## src/design/etsq_pkg.sv

```systemverilog
// etsq_pkg: constants, register map and carrier types of the event timestamp status queue
// Functional notes
// RULE1 - reading status reports the oldest pending capture, then advances the queue
// RULE2 - with no capture pending the status word reads all zeros
// RULE3 - status bits 15 to 11 ignore writes and read as zero
// RULE4 - bits 10:8 give lost events for the reported input, saturating at seven
// RULE5 - bits 7:6 give the count of new 16-bit timestamp fields minus one
// RULE6 - the new-field count compares against the previous capture, single or multiple
// RULE7 - bit 5 gives edge direction of the reported input, one meaning rising
// RULE8 - bits 4:2 give the lowest captured input number
// RULE9 - when events were lost, report the lowest captured input that lost some
// RULE10 - bit 1 flags coincident inputs; extended status then leads the data reads
// RULE11 - bit 0 is set whenever the reported entry holds a captured event
// RULE12 - after reset all fields read zero and the queue is empty
// RULE13 - data order: extended status, ns low, ns high, seconds low, seconds high
// RULE14 - extended status holds a direction bit and a detect bit per input
package etsq_pkg;

  // structure of the capture path
  localparam int unsigned NUM_INPUTS  = 8;
  localparam int unsigned QUEUE_DEPTH = 4;
  localparam int unsigned QPTR_W      = 2;
  localparam int unsigned QCNT_W      = 3;
  localparam int unsigned IN_NUM_W    = 3;

  // time base: the counter advances by one clock period each cycle
  localparam int unsigned CLK_PERIOD_NS = 10;
  localparam logic [29:0] NS_STEP       = 30'(CLK_PERIOD_NS);
  localparam logic [29:0] NS_PER_SEC    = 30'h3B9ACA00;

  // register indices; the byte address is four times the index
  localparam logic [5:0] IDX_EVENT_QUEUE_STATUS = 6'h1E;
  localparam logic [5:0] IDX_EVENT_CAPTURE_DATA = 6'h1F;
  localparam logic [5:0] IDX_EVENT_INPUT_CTRL   = 6'h20;

  // status word field positions
  localparam int unsigned ST_LOST_LSB = 8;
  localparam int unsigned ST_LEN_LSB  = 6;
  localparam int unsigned ST_EDGE_BIT = 5;
  localparam int unsigned ST_NUM_LSB  = 2;
  localparam int unsigned ST_MULT_BIT = 1;
  localparam int unsigned ST_DET_BIT  = 0;
  localparam logic [2:0]  LOST_SAT    = 3'h7;

  // new-field length codes
  localparam logic [1:0] LEN_NS_LO  = 2'h0;
  localparam logic [1:0] LEN_NS_HI  = 2'h1;
  localparam logic [1:0] LEN_SEC_LO = 2'h2;
  localparam logic [1:0] LEN_SEC_HI = 2'h3;

  // read phases of the capture data register
  localparam logic [2:0] PH_EXT    = 3'h0;
  localparam logic [2:0] PH_NS_LO  = 3'h1;
  localparam logic [2:0] PH_NS_HI  = 3'h2;
  localparam logic [2:0] PH_SEC_LO = 3'h3;
  localparam logic [2:0] PH_SEC_HI = 3'h4;
  localparam logic [2:0] PH_DONE   = 3'h5;

  // control register layout and reset value
  localparam int unsigned CTRL_RISE_BIT = 8;
  localparam int unsigned CTRL_FALL_BIT = 9;
  localparam logic [7:0]  CTRL_ENABLE_RESET = 8'hFF;
  localparam logic        CTRL_RISE_RESET   = 1'h1;
  localparam logic        CTRL_FALL_RESET   = 1'h1;

  // classic wishbone request from the master
  typedef struct packed {
    logic        cyc;
    logic        stb;
    logic        we;
    logic [7:0]  adr;
    logic [3:0]  sel;
    logic [31:0] dat;
  } etsq_wb_req_s;

  // one queue entry: status word, extended status and timestamp
  typedef struct packed {
    logic [15:0] status;
    logic [15:0] ext;
    logic [29:0] ns;
    logic [31:0] sec;
  } etsq_entry_s;

  // software control of the event inputs
  typedef struct packed {
    logic       fallEn;
    logic       riseEn;
    logic [7:0] enable;
  } etsq_ctrl_s;

endpackage : etsq_pkg

```

## src/design/etsq_status_queue.sv

```systemverilog
// etsq_status_queue: event capture queue with status and data registers on wishbone
//
// Register access over Wishbone is this design's own decision.
`timescale 1ns/100ps
module etsq_status_queue
  import etsq_pkg::*;
(
  input  wire logic                  clk,
  input  wire logic                  rst_b,
  input  wire etsq_wb_req_s          wbReq,
  output logic                       wbAck,
  output logic [31:0]                wbDatOut,
  input  wire logic [NUM_INPUTS-1:0] evtIn
);

  logic [NUM_INPUTS-1:0] evtSync;
  logic [NUM_INPUTS-1:0] evtPrev_q;
  logic [NUM_INPUTS-1:0] riseHit;
  logic [NUM_INPUTS-1:0] fallHit;
  logic [NUM_INPUTS-1:0] hit;
  logic [NUM_INPUTS-1:0] lostHit;
  logic [29:0]           ns_q;
  logic [31:0]           sec_q;
  logic [29:0]           lastNs_q;
  logic [31:0]           lastSec_q;
  logic [2:0]            missCnt_q [NUM_INPUTS];
  etsq_entry_s           mem_q [QUEUE_DEPTH];
  etsq_entry_s           newEntry;
  etsq_entry_s           cur_q;
  logic [2:0]            phase_q;
  logic [QPTR_W-1:0]     wrPtr_q;
  logic [QPTR_W-1:0]     rdPtr_q;
  logic [QCNT_W-1:0]     count_q;
  logic                  full;
  logic                  empty;
  logic                  push;
  logic                  pop;
  logic [2:0]            repNum;
  logic [1:0]            newLen;
  logic                  multi;
  etsq_ctrl_s            ctrl_q;
  logic                  access;
  logic [5:0]            regIdx;
  logic                  readStatus;
  logic                  readData;
  logic                  writeCtrl;
  logic [15:0]           dataWord;
  logic [31:0]           readMux;

  // event pins come from outside the clock domain
  // two flops add two cycles of capture latency but keep metastability out of the queue
  etsq_sync #(
    .WIDTH (NUM_INPUTS)
  ) u_evt_sync (
    .clk     (clk),
    .rst_b   (rst_b),
    .asyncIn (evtIn),
    .syncOut (evtSync)
  );

  // previous synchronised level for edge detection
  // reset level matches the idle pin level, so no false edge follows reset
  always_ff @(posedge clk or negedge rst_b) begin
    if (!rst_b) begin
      evtPrev_q <= '0;
    end else begin
      evtPrev_q <= evtSync;
    end
  end

  // qualified edges; disabled inputs and directions never reach the queue
  assign riseHit = evtSync & ~evtPrev_q & ctrl_q.enable & {NUM_INPUTS{ctrl_q.riseEn}};
  assign fallHit = ~evtSync & evtPrev_q & ctrl_q.enable & {NUM_INPUTS{ctrl_q.fallEn}};
  assign hit     = riseHit | fallHit;

  // free-running time base in nanoseconds and seconds
  // the wrap takes off a whole second so the nanosecond field never reaches one second
  always_ff @(posedge clk or negedge rst_b) begin
    if (!rst_b) begin
      ns_q  <= '0;
      sec_q <= '0;
    end else if (ns_q >= NS_PER_SEC - NS_STEP) begin
      ns_q  <= ns_q + NS_STEP - NS_PER_SEC;
      sec_q <= sec_q + 32'h00000001;
    end else begin
      ns_q <= ns_q + NS_STEP;
    end
  end

  // queue occupancy; a full queue drops new captures
  // dropping keeps queued timestamps intact; the loss is counted per input instead
  assign empty = (count_q == '0);
  assign full  = (count_q == QCNT_W'(QUEUE_DEPTH));
  assign push  = (|hit) && !full;

  // captured inputs that have lost events before this capture
  always_comb begin
    for (int i = 0; i < NUM_INPUTS; i++) begin
      lostHit[i] = hit[i] && (missCnt_q[i] != 3'h0);
    end
  end

  // pick the reported input; loop runs downward so the lowest index wins
  always_comb begin
    repNum = '0;
    for (int i = NUM_INPUTS - 1; i >= 0; i--) begin
      // RULE9 lowest lossy input
      if (|lostHit) begin
        if (lostHit[i]) begin
          repNum = IN_NUM_W'(i);
        end
      // RULE8 lowest captured input
      end else if (hit[i]) begin
        repNum = IN_NUM_W'(i);
      end
    end
  end

  // more than one input at the same instant
  // clearing the lowest set bit leaves a nonzero word only for two or more hits
  assign multi = ((hit & (hit - NUM_INPUTS'(1))) != '0);

  // RULE6 compare with previous capture
  always_comb begin
    if (sec_q[31:16] != lastSec_q[31:16]) begin
      newLen = LEN_SEC_HI;
    end else if (sec_q[15:0] != lastSec_q[15:0]) begin
      newLen = LEN_SEC_LO;
    end else if (ns_q[29:16] != lastNs_q[29:16]) begin
      newLen = LEN_NS_HI;
    end else begin
      newLen = LEN_NS_LO;
    end
  end

  // assemble the entry written on a push
  always_comb begin
    newEntry        = '0;
    // RULE4 lost count of reported input
    newEntry.status[ST_LOST_LSB +: 3] = missCnt_q[repNum];
    // RULE5 new-field length code
    newEntry.status[ST_LEN_LSB +: 2]  = newLen;
    // RULE7 direction of reported input
    newEntry.status[ST_EDGE_BIT]      = riseHit[repNum];
    newEntry.status[ST_NUM_LSB +: 3]  = repNum;
    // RULE10 coincident capture flag
    newEntry.status[ST_MULT_BIT]      = multi;
    // RULE11 capture present flag
    newEntry.status[ST_DET_BIT]       = 1'b1;
    // RULE14 direction and detect pairs
    for (int i = 0; i < NUM_INPUTS; i++) begin
      newEntry.ext[2*i]   = hit[i];
      newEntry.ext[2*i+1] = riseHit[i];
    end
    newEntry.ns  = ns_q;
    newEntry.sec = sec_q;
  end

  // previous capture time, the reference for the length code
  always_ff @(posedge clk or negedge rst_b) begin
    if (!rst_b) begin
      lastNs_q  <= '0;
      lastSec_q <= '0;
    end else if (push) begin
      lastNs_q  <= ns_q;
      lastSec_q <= sec_q;
    end
  end

  // RULE4 saturating lost-event counters
  always_ff @(posedge clk or negedge rst_b) begin
    if (!rst_b) begin
      for (int i = 0; i < NUM_INPUTS; i++) begin
        missCnt_q[i] <= '0;
      end
    end else begin
      for (int i = 0; i < NUM_INPUTS; i++) begin
        if (hit[i] && full) begin
          if (missCnt_q[i] != LOST_SAT) begin
            missCnt_q[i] <= missCnt_q[i] + 3'h1;
          end
        end else if (push && (repNum == IN_NUM_W'(i))) begin
          // only the reported input's count is consumed; others wait for their turn
          missCnt_q[i] <= '0;
        end
      end
    end
  end

  // wishbone decode; one access per request, ack gates the repeat
  assign access     = wbReq.cyc && wbReq.stb && !wbAck;
  assign regIdx     = wbReq.adr[7:2];
  assign readStatus = access && !wbReq.we && (regIdx == IDX_EVENT_QUEUE_STATUS);
  assign readData   = access && !wbReq.we && (regIdx == IDX_EVENT_CAPTURE_DATA);
  assign writeCtrl  = access && wbReq.we && (regIdx == IDX_EVENT_INPUT_CTRL);
  // RULE1 status read pops the head
  assign pop        = readStatus && !empty;

  // RULE12 queue storage and pointers
  always_ff @(posedge clk or negedge rst_b) begin
    if (!rst_b) begin
      for (int i = 0; i < QUEUE_DEPTH; i++) begin
        mem_q[i] <= '0;
      end
      wrPtr_q <= '0;
      rdPtr_q <= '0;
      count_q <= '0;
    end else begin
      if (push) begin
        mem_q[wrPtr_q] <= newEntry;
        wrPtr_q        <= wrPtr_q + QPTR_W'(1);
      end
      if (pop) begin
        rdPtr_q <= rdPtr_q + QPTR_W'(1);
      end
      if (push && !pop) begin
        count_q <= count_q + QCNT_W'(1);
      end else if (pop && !push) begin
        count_q <= count_q - QCNT_W'(1);
      end
    end
  end

  // a data read past the last word stays in the done phase until the next status read
  // RULE13 entry held for data reads, walked in fixed order
  always_ff @(posedge clk or negedge rst_b) begin
    if (!rst_b) begin
      cur_q   <= '0;
      phase_q <= PH_DONE;
    end else if (readStatus) begin
      if (empty) begin
        // RULE2 no capture leaves data invalid
        cur_q   <= '0;
        phase_q <= PH_DONE;
      end else begin
        cur_q   <= mem_q[rdPtr_q];
        // RULE10 extended status read first
        phase_q <= mem_q[rdPtr_q].status[ST_MULT_BIT] ? PH_EXT : PH_NS_LO;
      end
    end else if (readData && (phase_q != PH_DONE)) begin
      phase_q <= phase_q + 3'h1;
    end
  end

  // current word of the capture data register; past the last word it reads zero
  always_comb begin
    unique case (phase_q)
      PH_EXT:    dataWord = cur_q.ext;
      PH_NS_LO:  dataWord = cur_q.ns[15:0];
      PH_NS_HI:  dataWord = {2'h0, cur_q.ns[29:16]};
      PH_SEC_LO: dataWord = cur_q.sec[15:0];
      PH_SEC_HI: dataWord = cur_q.sec[31:16];
      default:   dataWord = 16'h0000;
    endcase
  end

  // read multiplexer; unmapped addresses read zero
  // the status view is combinational so a read sees the head at the edge that pops it
  always_comb begin
    readMux = 32'h00000000;
    if (regIdx == IDX_EVENT_QUEUE_STATUS) begin
      // RULE3 reserved bits read zero
      readMux = {16'h0000, 5'h00, (empty ? 11'h000 : mem_q[rdPtr_q].status[10:0])};
    end else if (regIdx == IDX_EVENT_CAPTURE_DATA) begin
      readMux = {16'h0000, dataWord};
    end else if (regIdx == IDX_EVENT_INPUT_CTRL) begin
      readMux = {22'h000000, ctrl_q.fallEn, ctrl_q.riseEn, ctrl_q.enable};
    end
  end

  // input control register, byte lanes honoured
  always_ff @(posedge clk or negedge rst_b) begin
    if (!rst_b) begin
      ctrl_q.enable <= CTRL_ENABLE_RESET;
      ctrl_q.riseEn <= CTRL_RISE_RESET;
      ctrl_q.fallEn <= CTRL_FALL_RESET;
    end else if (writeCtrl) begin
      if (wbReq.sel[0]) begin
        ctrl_q.enable <= wbReq.dat[7:0];
      end
      if (wbReq.sel[1]) begin
        ctrl_q.riseEn <= wbReq.dat[CTRL_RISE_BIT];
        ctrl_q.fallEn <= wbReq.dat[CTRL_FALL_BIT];
      end
    end
  end

  // ack one cycle after the request, every address answers
  // data is zero outside ack so no stale word lingers on the read path
  always_ff @(posedge clk or negedge rst_b) begin
    if (!rst_b) begin
      wbAck    <= 1'b0;
      wbDatOut <= '0;
    end else begin
      wbAck <= access;
      if (access && !wbReq.we) begin
        wbDatOut <= readMux;
      end else begin
        wbDatOut <= '0;
      end
    end
  end

endmodule : etsq_status_queue

```

## src/design/etsq_sync.sv

```systemverilog
// etsq_sync: two-flop synchroniser for a bus of asynchronous levels
`timescale 1ns/100ps
module etsq_sync #(
  parameter int unsigned WIDTH = 1
) (
  input  wire logic             clk,
  input  wire logic             rst_b,
  input  wire logic [WIDTH-1:0] asyncIn,
  output logic      [WIDTH-1:0] syncOut
);

  logic [WIDTH-1:0] meta_q;

  // first stage feeds only the second stage
  always_ff @(posedge clk or negedge rst_b) begin
    if (!rst_b) begin
      meta_q  <= '0;
      syncOut <= '0;
    end else begin
      meta_q  <= asyncIn;
      syncOut <= meta_q;
    end
  end

endmodule : etsq_sync

```

## config.mk

```make
export PLATFORM = sky130hd
export DESIGN_NAME = etsq_status_queue
export DESIGN_NICKNAME = d
export VERILOG_FILES = /design/src/design/etsq_pkg.sv /design/src/design/etsq_status_queue.sv /design/src/design/etsq_sync.sv
export SDC_FILE = /design/constraint.sdc
export NUM_CORES = 1
export LEC_CHECK = 0
export ABC_CLOCK_PERIOD_IN_PS = 3750
export BUFFER_PORTS_ARGS = -buffer_cell sky130_fd_sc_hd__buf_2
export CAP_MARGIN = 20
export CORE_MARGIN = 2
export CORE_UTILIZATION = 30
export DETAILED_ROUTE_END_ITERATION = 10
export GPL_TIMING_DRIVEN = 0
export PLACE_DENSITY = 0.5
export SYNTH_ARGS = -nofsm -noshare
export SYNTH_HDL_FRONTEND = slang
export SYNTH_SLANG_ARGS = --single-unit
export TNS_END_PERCENT = 50
```

## constraint.sdc

```tcl
create_clock -name clk -period 3.75 [get_ports clk]
set_clock_uncertainty 0.2 [all_clocks]
set_input_delay 1.125 -clock clk [delete_from_list [all_inputs] [get_ports clk]]
set_output_delay 1.125 -clock clk [all_outputs]
set_load 0.02 [all_outputs]
```

==> impl_results.md, run 1 <==
- Crit path max fanout: 5
- Adder-cell share of the synthesized area: 0.01681
- Inserted Diodes: 0
- Setup Total Neg Slack: 0 ns
- Total Routed Length: 81810 µm
- Clock Pin Slew Worst Setup and Hold Paths: 0.06 ns
- Grt total ovfl: 0
- Initial Util: 0.3024
- Global Route Usage Sum: 0.1662
- Share of layout cells above drive strength 1: 0.3266
- Worst EP required: around 4 ns
- Number of flops mapped to enable cells by yosys: 0
- Multiplexer share of the synthesized area: 0.1938
- Num CTS Buffers: 72
- Final hold viol count: 0
- Pin count of the biggest net entering global routing: around 130
- Async set-or-reset flop fraction in the synthesized netlist: 1.000
- Core ar.: 0.09501 mm²
- Buffers & Inverters on Critical Path: 2
- Design area: 0.03398 mm²
- Worst vdd ir: 0.3201 mV
- Synth warnings: 0
- FF-to-FF Start: missCnt_q[21]
- R2r setup slk: 0.02 ns
- # port buffers: between 40 and 50
- Max Freq: about 270 MHz
- Cts hold-fix bufs: 0
- Antenna violations before repair: 4
- Min-Delay Startpoint: u_evt_sync.meta_q[0]
- Tcrit/Tclk final: 0.9956
- Wirelength per Cell: 21.91 µm
- Post-synthesis cell type count: 97
- Largest family of logic cells by synthesized area: multiplexers
- Power Dens Cells: about 410 mW/mm²
- Register area share after synthesis: 0.5413
- Critical path cell sequence: inv_1 -> ha_1 -> or2b_1 -> a21boi_4 -> a2111o_4 -> nor3_4 -> o221ai_4 -> a211oi_4 -> buf_6 -> o31ai_4 -> a221oi_2 -> a22o_2 -> o31ai_1
- Pins Over Slew Limit: 0
- Iteration-0 DRC Markers: 1335
- Outcome: finished, final reports clean
- FF+latch count, synth: approximately 620
- Kind of critical path: flip-flop to flip-flop
- Post-Syn Instances: between 2000 and 2500
- Post-Synth XOR/XNOR Area: 0.03780
- Via-to-Cell Ratio: 5.148
- Clk_lat worst skew: 0.63 ns
- Synthesized area: 0.02874 mm²
- Crit-path slowest cell: dfrtp_2
- ANT nets after route: 0
- Post-Syn Area per Cell: approximately 13 µm²
- Hold WC Path Type: flip-flop to flip-flop
- Simple-gate share of the synthesized area: 0.07685
- MaxCap Viol Count: 0
- Worst-margin pin slew: around 1.0 ns
- DRC Markers: 0
- # rows: approximately 110
- DR vias: 19217
- CTS root buf: clkbuf_16
- Compound-cell area share of the yosys netlist: 0.1003
- Nets: 2513
- Worst Path Arrival: 4.01 ns
- Hold slack: 0.1516 ns
- Clock buffer depth: 3
- DP HPWL: 57450 µm
- Pre-antenna DRT Iters: 5
- First-pass GRT wire length: 124300 µm
- Cell family with most CP delay: compound AO/OA/AOI/OAI gates
- Die height: between 300 and 400 µm
- Clk sinks: between 600 and 700
- Crit-path max cell delay: ~0.42 ns
- Die X: 313.5 µm
- Worst setup EP type: flip-flop
- Pleak: 15.89 nW
- RSZ-0062 raised after global routing: true
- CP Launch Type: flip-flop
- Critical path launch point: missCnt_q[21]
- Number of global-route vias before repair: 19924
- Main synth FF type: dfrtp_1
- Routability cong.: 0.8878
- I/O Pins: 90
- Die area: 0.09828 mm²
- Slew headroom: 0.3322
- CTS tree: built
- Placed instance area: 0.03079 mm²
- Final setup viols: 0
- H-tree level count: 3
- Area Overhead vs Synth: 18.27%
- Post-route minimum period: between 3 and 4 ns
-- power breakdown --
group / internal [W] / switching, W / total, W
Sequential: 0.00673 / 0.0000267 / 0.00676
Combinational: 0.0000783 / 0.000221 / 0.000299
Clock: 0.00414 / 0.00286 / 0.00700
Total: 0.0110 / 0.00311 / 0.0141
-- cell families (layout without fill, tap and decap cells) --
family	Yosys count	in the layout
flip-flops	621	621
AND/OR/NAND/NOR	430	430
multiplexers	407	407
AO/OA/AOI/OAI	394	394
buffers and inverters	221	438
XOR/XNOR	124	124
adder cells (fa/ha/maj)	38	38
other	1	16
-- layout by cell type (no fill, tap or decap), drive strengths merged, types with 6 or more instances in the layout --
cell type,netlist,routed
dfrtp,609,609
mux2,309,309
clkbuf,117,212
nand2,204,204
buf,76,173
o21ai,137,137
mux4,88,88
a22o,83,83
xnor2,63,63
xor2,61,61
nor2,42,42
ha,37,37
nand3,34,34
a21oi,32,32
inv,27,30
a22oi,24,24
nand4,21,21
nor3,20,20
o31ai,20,20
and2,18,18
a221oi,18,18
conb,1,16
and3,16,16
clkinv,0,16
nand4b,16,16
a31oi,15,15
nor4,13,13
a222oi,12,12
dfstp,12,12
mux2i,10,10
nor2b,8,8
or3,8,8
and4,8,8
o21a,6,6
-- layout make-up --
type	instances	area, µm²
inverter	27	101.3
tap	1265	1583
clock buffer	100	2028
clock inverter	24	309.0
timing repair buffer	102	832.0
multi-input combinational	1409	12630
buffer	185	934.6
sequential	621	15560
fill	9239	61030
-- per-layer routing --
metal,vias to the layer above,part of all wire,track usage
li1,8483,-,-
met1,10035,0.44,0.2252
met2,573,0.47,0.2636
met3,126,0.060,0.03444
met4,0,0.028,0.06013
met5,-,0,0
-- registers in the layout, summed over array words and instances (netlist names), 8 cells and up --
signal,cells
lastNs_q,14
cur_q,77
ctrl_q,10
u_evt_sync.syncOut,8
evtPrev_q,8
ns_q,29
u_evt_sync.meta_q,8
missCnt_q,24
wbDatOut,16
sec_q,32
mem_q,352
lastSec_q,32
-- cell usage after synthesis (4+ instances only) --
master / number / area share
and3_1: 14 / 0.0030
nand2_1: 202 / 0.026
nand4b_2: 4 / 0.0021
or3_1: 8 / 0.0017
o211ai_1: 5 / 0.0013
mux4_2: 88 / 0.069
and2_1: 14 / 0.0030
nor3_1: 19 / 0.0033
a222oi_1: 12 / 0.0042
a22oi_1: 22 / 0.0057
o21a_1: 6 / 0.0016
or2b_2: 4 / 0.0012
nor2b_1: 8 / 0.0017
buf_4: 16 / 0.0042
a221oi_1: 13 / 0.0040
and4_1: 8 / 0.0024
inv_1: 27 / 0.0035
xor2_1: 61 / 0.019
nand2b_1: 4 / 0.00087
dfrtp_1: 609 / 0.53
clkbuf_1: 113 / 0.015
mux2_2: 307 / 0.12
mux2i_1: 10 / 0.0035
ha_1: 37 / 0.016
dfstp_2: 12 / 0.011
a32oi_1: 4 / 0.0012
o31ai_1: 17 / 0.0044
nand4b_1: 9 / 0.0027
nand3_1: 34 / 0.0059
nor4_1: 12 / 0.0026
buf_1: 50 / 0.0065
o21ai_1: 5 / 0.00087
or2_2: 4 / 0.00087
a31oi_1: 14 / 0.0030
o21ai_0: 132 / 0.023
nor2_1: 41 / 0.0054
a22o_1: 81 / 0.025
a221oi_2: 5 / 0.0026
xnor2_1: 63 / 0.019
nand4_1: 21 / 0.0046
buf_2: 9 / 0.0016
a21oi_1: 30 / 0.0052
-- worst reg2reg max path, stage by stage, from the launching register on --
cell	delay, ns
dfrtp_2	0.42
inv_1	0.07
ha_1	0.14
or2b_1	0.27
a21boi_4	0.16
a2111o_4	0.41
nor3_4	0.40
o221ai_4	0.24
a211oi_4	0.35
buf_6	0.16
o31ai_4	0.07
a221oi_2	0.28
a22o_2	0.32
o31ai_1	0.10
-- what timing repair did --
item / in CTS / in global routing
hold endpoints to repair: 0 / 0
endpoints found under the setup margin: 444 / 184
setup buffers: 17 / 29
gates resized for setup: 107 / 52
gates cloned: 0 / 0
pin swaps: 14 / 22
-- worst paths after layout --
check / end / depth (start not counted)
max: mem_q[87] / 13
min: u_evt_sync.syncOut[0] / 0
max reg2reg: mem_q[87] / 13
min reg2reg: u_evt_sync.syncOut[0] / 0
max in group asynchronous: sec_q[17] / 4
min in group asynchronous: missCnt_q[6] / 1
-- per-stage QoR --
step                instances  utilization  power, W  worst slack (ns)
finish                   3733       0.3577   0.01406           0.01661
global route             3733       0.3577   0.01456          -0.07898
CTS                      3708       0.3533   0.01425           -0.1437
detailed placement       3570       0.3240  0.007181            -2.147
global placement         3562       0.3222  0.007154            -11.14
floorplan                2251            -  0.006971          -0.02937
Note: power is estimated with default switching activity, not from simulation.
==> run 2, diff against run 1 <==
ABC_AREA = 1   (was not set)
CORE_UTILIZATION = 55   (was 30)
PLACE_DENSITY = 0.79   (was 0.5)
==> run 2 against run 1 <==
  * Synthesized cell count grew 45%
  * Sequential share of layout area rose by 2.0 points
  * Synthesized area rose by 0.68%
  * Utilization increased by 27 points
  * Worst hold slack got worse by 0.0033 ns
==> impl_results.md, run 2 <==
- Max Freq: 272.1 MHz (+1.6%)
- Largest Register: mem_q
- Number of global-route vias before repair: 24049 (+21%)
- Nets: 3482 (+39%)
- Post-route minimum period: 3.675 ns (-0.05834 ns)
- Pleak: 14.95 nW (-5.9%)
- ANT nets after route: 0 (unchanged)
- Num CTS Buffers: 66 (-8.3%)
- Total chip power: 0.01429 W (+1.6%)
- Via-to-Cell Ratio: 6.060 (+18%)
- Final setup viols: 0 (unchanged)
- Most common library cells after synthesis: 821 x nand2_1, 609 x dfrtp_1, 459 x o21ai_0
- Share of the synthesized area in the top cell type: 0.5268 (-0.003578)
- Antenna violations before repair: 3 (-1)
- Simple-gate share of the synthesized area: 0.1839 (+0.1071)
- Worst EP required: 3.99 ns (-0.04 ns)
- Clock buffer depth: 3 (unchanged)
- Cts hold-fix bufs: 0 (unchanged)
- Crit path max fanout: 10 (+5)
- Register area share after synthesis: 0.5377 (-0.003652)
- RSZ-0062 raised after global routing: false
- Crit-path slowest cell: clkbuf_1
- Async set-or-reset flop fraction in the synthesized netlist: 1.000 (unchanged)
- Kind of critical path: flip-flop to flip-flop
- Die area: 0.05445 mm² (-45%)
- Pins Over Slew Limit: 0 (unchanged)
- Pint: 0.01102 W (+0.59%)
- Sw Share: 0.2289 (+0.008041)
- Tcrit/Tclk final: 0.9800 (-0.01556)
- Die X: 233.3 µm (-26%)
- Worst setup EP type: flip-flop
- Crit-path max cell delay: 0.42 ns (about the same)
- Slew headroom: 0.3815 (+0.04925)
- CTS tree: built
- Setup Total Neg Slack: 0 ns (unchanged)
- Post-synthesis cell type count: 56 (-42%)
- Biggest regs: mem_q x352, cur_q x77
- Post-Syn Area per Cell: 8.899 µm² (-31%)
- Grt total ovfl: 0 (unchanged)
- Final cell count without fillers: 4126 (+11%)
- Largest family of logic cells by synthesized area: simple AND/OR/NAND/NOR gates
- FF-to-FF Start: ctrl_q[8]
- R2R depth: 13 (unchanged)
- Worst Path Arrival: 3.92 ns (-0.09 ns)
- Min-Delay Startpoint: u_evt_sync.meta_q[1]
- MaxCap Viol Count: 0 (unchanged)
- Clk_lat worst skew: 0.60 ns (-0.03 ns)
- Multiplexer share of the synthesized area: 0.004628 (-0.1892)
- # port buffers: 47 (+2.2%)
- CP dominant cell by count: nand2_1
- Die height: 233.3 µm (-26%)
- DR vias: 25005 (+30%)
- Iteration-0 DRC Markers: 3177 (+140%)
- Hold WC Path Type: flip-flop to flip-flop
- Top post-synthesis cells by area: dfrtp_1 53%, nand2_1 11%, o21ai_0 7.9%, inv_1 3.1%, a32o_1 2.7%
- R2r setup slk: 0.07 ns (+0.06 ns)
- Area Overhead vs Synth: 12.47%
- Wirelength per Cell: 21.19 µm (-3.3%)
- Min-Delay Endpoint: u_evt_sync.syncOut[1]
- Synth warnings: 0 (unchanged)
- Pre-antenna DRT Iters: 6 (+1)
- Main synth FF type: dfrtp_1
- # resized after CTS: 0 (-100%)
- Critical path cell sequence: buf_6 -> nand4_2 -> nand2_1 -> inv_1 -> nand2_1 -> nor3_2 -> nand2_1 -> nand2_2 -> inv_2 -> nand2_2 -> buf_2 -> clkbuf_1 -> o21ai_0
- Combinational share of power: 0.045 (+0.024)
- Share of layout cells above drive strength 1: 0.1042 (-0.2224)
- Total Routed Length: 87450 µm (+6.9%)
- Share of power burned in registers: 0.476 (-0.005)
- Placed Cells: 4007 (+12%)
- Core ar.: 0.05224 mm² (-45%)
- Global Route Usage Sum: 0.3245 (+0.1583)
- Post-Synth XOR/XNOR Area: 0.03209 (-0.005704)
- Routability cong.: 0.9745 (+9.8%)
- Most common cell after layout, fill and taps aside: nand2_1
- Initial Util: 0.5538 (+0.2514)
- FF+latch count, synth: 621 (unchanged)
- Outcome: finished, final reports clean
- Final hold viol count: 0 (unchanged)
- WHS Path Cells: 0 (unchanged)
- H-tree level count: 3 (unchanged)
- Adder-cell share of the synthesized area: 0.01739 (+0.0005786)
- # rows: 84 (-26%)
- I/O Pins: 90 (unchanged)
- First-pass GRT wire length: 135700 µm (+9.2%)
- Power Dens Cells: 439.1 mW/mm² (+6.2%)
- Post-synth top area cell: dfrtp_1
- DRC Markers: 0 (unchanged)
- Most frequent cells in the layout: 821 x nand2_1, 609 x dfrtp_1, 459 x o21ai_0, 239 x inv_1, 152 x nor2_1
- Net switching power: 0.003271 W (+5.3%)
- Post-Syn Instances: 3251 (+45%)
- Hold slack: 0.1483 ns (-0.003299 ns)
- Worst-margin pin slew: 0.9193 ns (-0.08235 ns)
- DP HPWL: 60160 µm (+4.7%)
- RR Endpoint: mem_q[257]
- Number of flip-flops in the largest register: 352 (unchanged)
- Worst vdd ir: 0.3361 mV (+5.0%)
- CTS root buf: clkbuf_16
- Setup Buffers After CTS: 0 (-17)
- Compound-cell area share of the yosys netlist: 0.1609 (+0.06065)
- Pin count of the biggest net entering global routing: 122 (-5.4%)
- Most frequent cell after synthesis: nand2_1
- Number of flops mapped to enable cells by yosys: 0 (unchanged)
- Clock Pin Slew Worst Setup and Hold Paths: 0.06 ns (about the same)
- Clock Power Share: 0.479 (-0.019)
- Clk sinks: 621 (unchanged)
- Synthesized area: 0.02893 mm² (+0.68%)
- CP Launch Type: flip-flop
run 2: cell count changes after synthesis, moves of 63 or more:
cell     previous run  this run
nand2_1           202       821
a21oi_1            30       108
mux4_2             88         0
a22o_1             81         0
a32o_1              2        77
nor2_1             41       152
o22ai_1             0        83
inv_1              27       239
nand3_1            34        97
mux2_2            307        11
o21ai_0           132       459
run 2: cell families (layout without fill, tap and decap cells):
logic type | after synthesis | after routing
XOR/XNOR | 106 | 106
buffers and inverters | 449 | 620
adder cells (fa/ha/maj) | 40 | 40
other | 1 | 17
AO/OA/AOI/OAI | 796 | 796
flip-flops | 621 | 621
multiplexers | 12 | 12
AND/OR/NAND/NOR | 1226 | 1226
run 2: routing by layer:
metal  global-route usage  up-vias  part of all wire
li1                     -    11120                 -
met1               0.4361    12173              0.40
met2               0.4857     1410              0.44
met3              0.07458      300             0.097
met4               0.1845        2             0.059
met5                    0        -           0.00017
run 2: worst max path at each step:
stage                    from          to  depth (start not counted)
finish              ctrl_q[8]  mem_q[257]                         13
global route        wbReq[46]  count_q[1]                         13
CTS                 ctrl_q[8]  mem_q[250]                         13
detailed placement  wbReq[46]  count_q[1]                         13
global placement        rst_b    ns_q[21]                          1
floorplan           wbReq[46]  count_q[1]                         12
run 2: per-stage QoR:
step / util / cell area, µm² / setup WS, ns
3_3_place_gp: 0.5759 / 30080 / -11.37
2_1_floorplan: - / 28990 / 0.4820
6_report: 0.6229 / 32540 / 0.07494
4_1_cts: 0.6228 / 32530 / 0.1041
3_5_place_dp: 0.5793 / 30260 / -0.2854
5_1_grt: 0.6229 / 32540 / 0.03312
run 2: cell type report:
| cell class | count | area [µm²] |
|---|---|---|
| antenna | 1 | 2.502 |
| buffer | 192 | 867.1 |
| clock buffer | 100 | 2034 |
| clock inverter | 18 | 237.7 |
| fill | 4207 | 19700 |
| inverter | 257 | 967.2 |
| multi-input combinational | 2196 | 11600 |
| sequential | 621 | 15550 |
| tap | 688 | 860.8 |
| timing repair buffer | 53 | 410.4 |
run 2: power by group through the flow:
| stage | Clock (W) | Sequential, W | Combinational [W] |
|---|---|---|---|
| 3_5_place_dp | 0 | 0.00692 | 0.000619 |
| 4_1_cts | 0.00686 | 0.00680 | 0.000625 |
| 5_1_grt | 0.00712 | 0.00680 | 0.000688 |
| 2_1_floorplan | 0 | 0.00691 | 0.000285 |
| 6_report | 0.00685 | 0.00680 | 0.000638 |
| 3_3_place_gp | 0 | 0.00692 | 0.000589 |
run 2: worst max-delay path, delay by kind of cell (launching register included):
family          cells  cell delay (ns)
simple gates        7             1.26
flops               1             0.37
buf+inv             5             1.48
compound gates      1             0.18
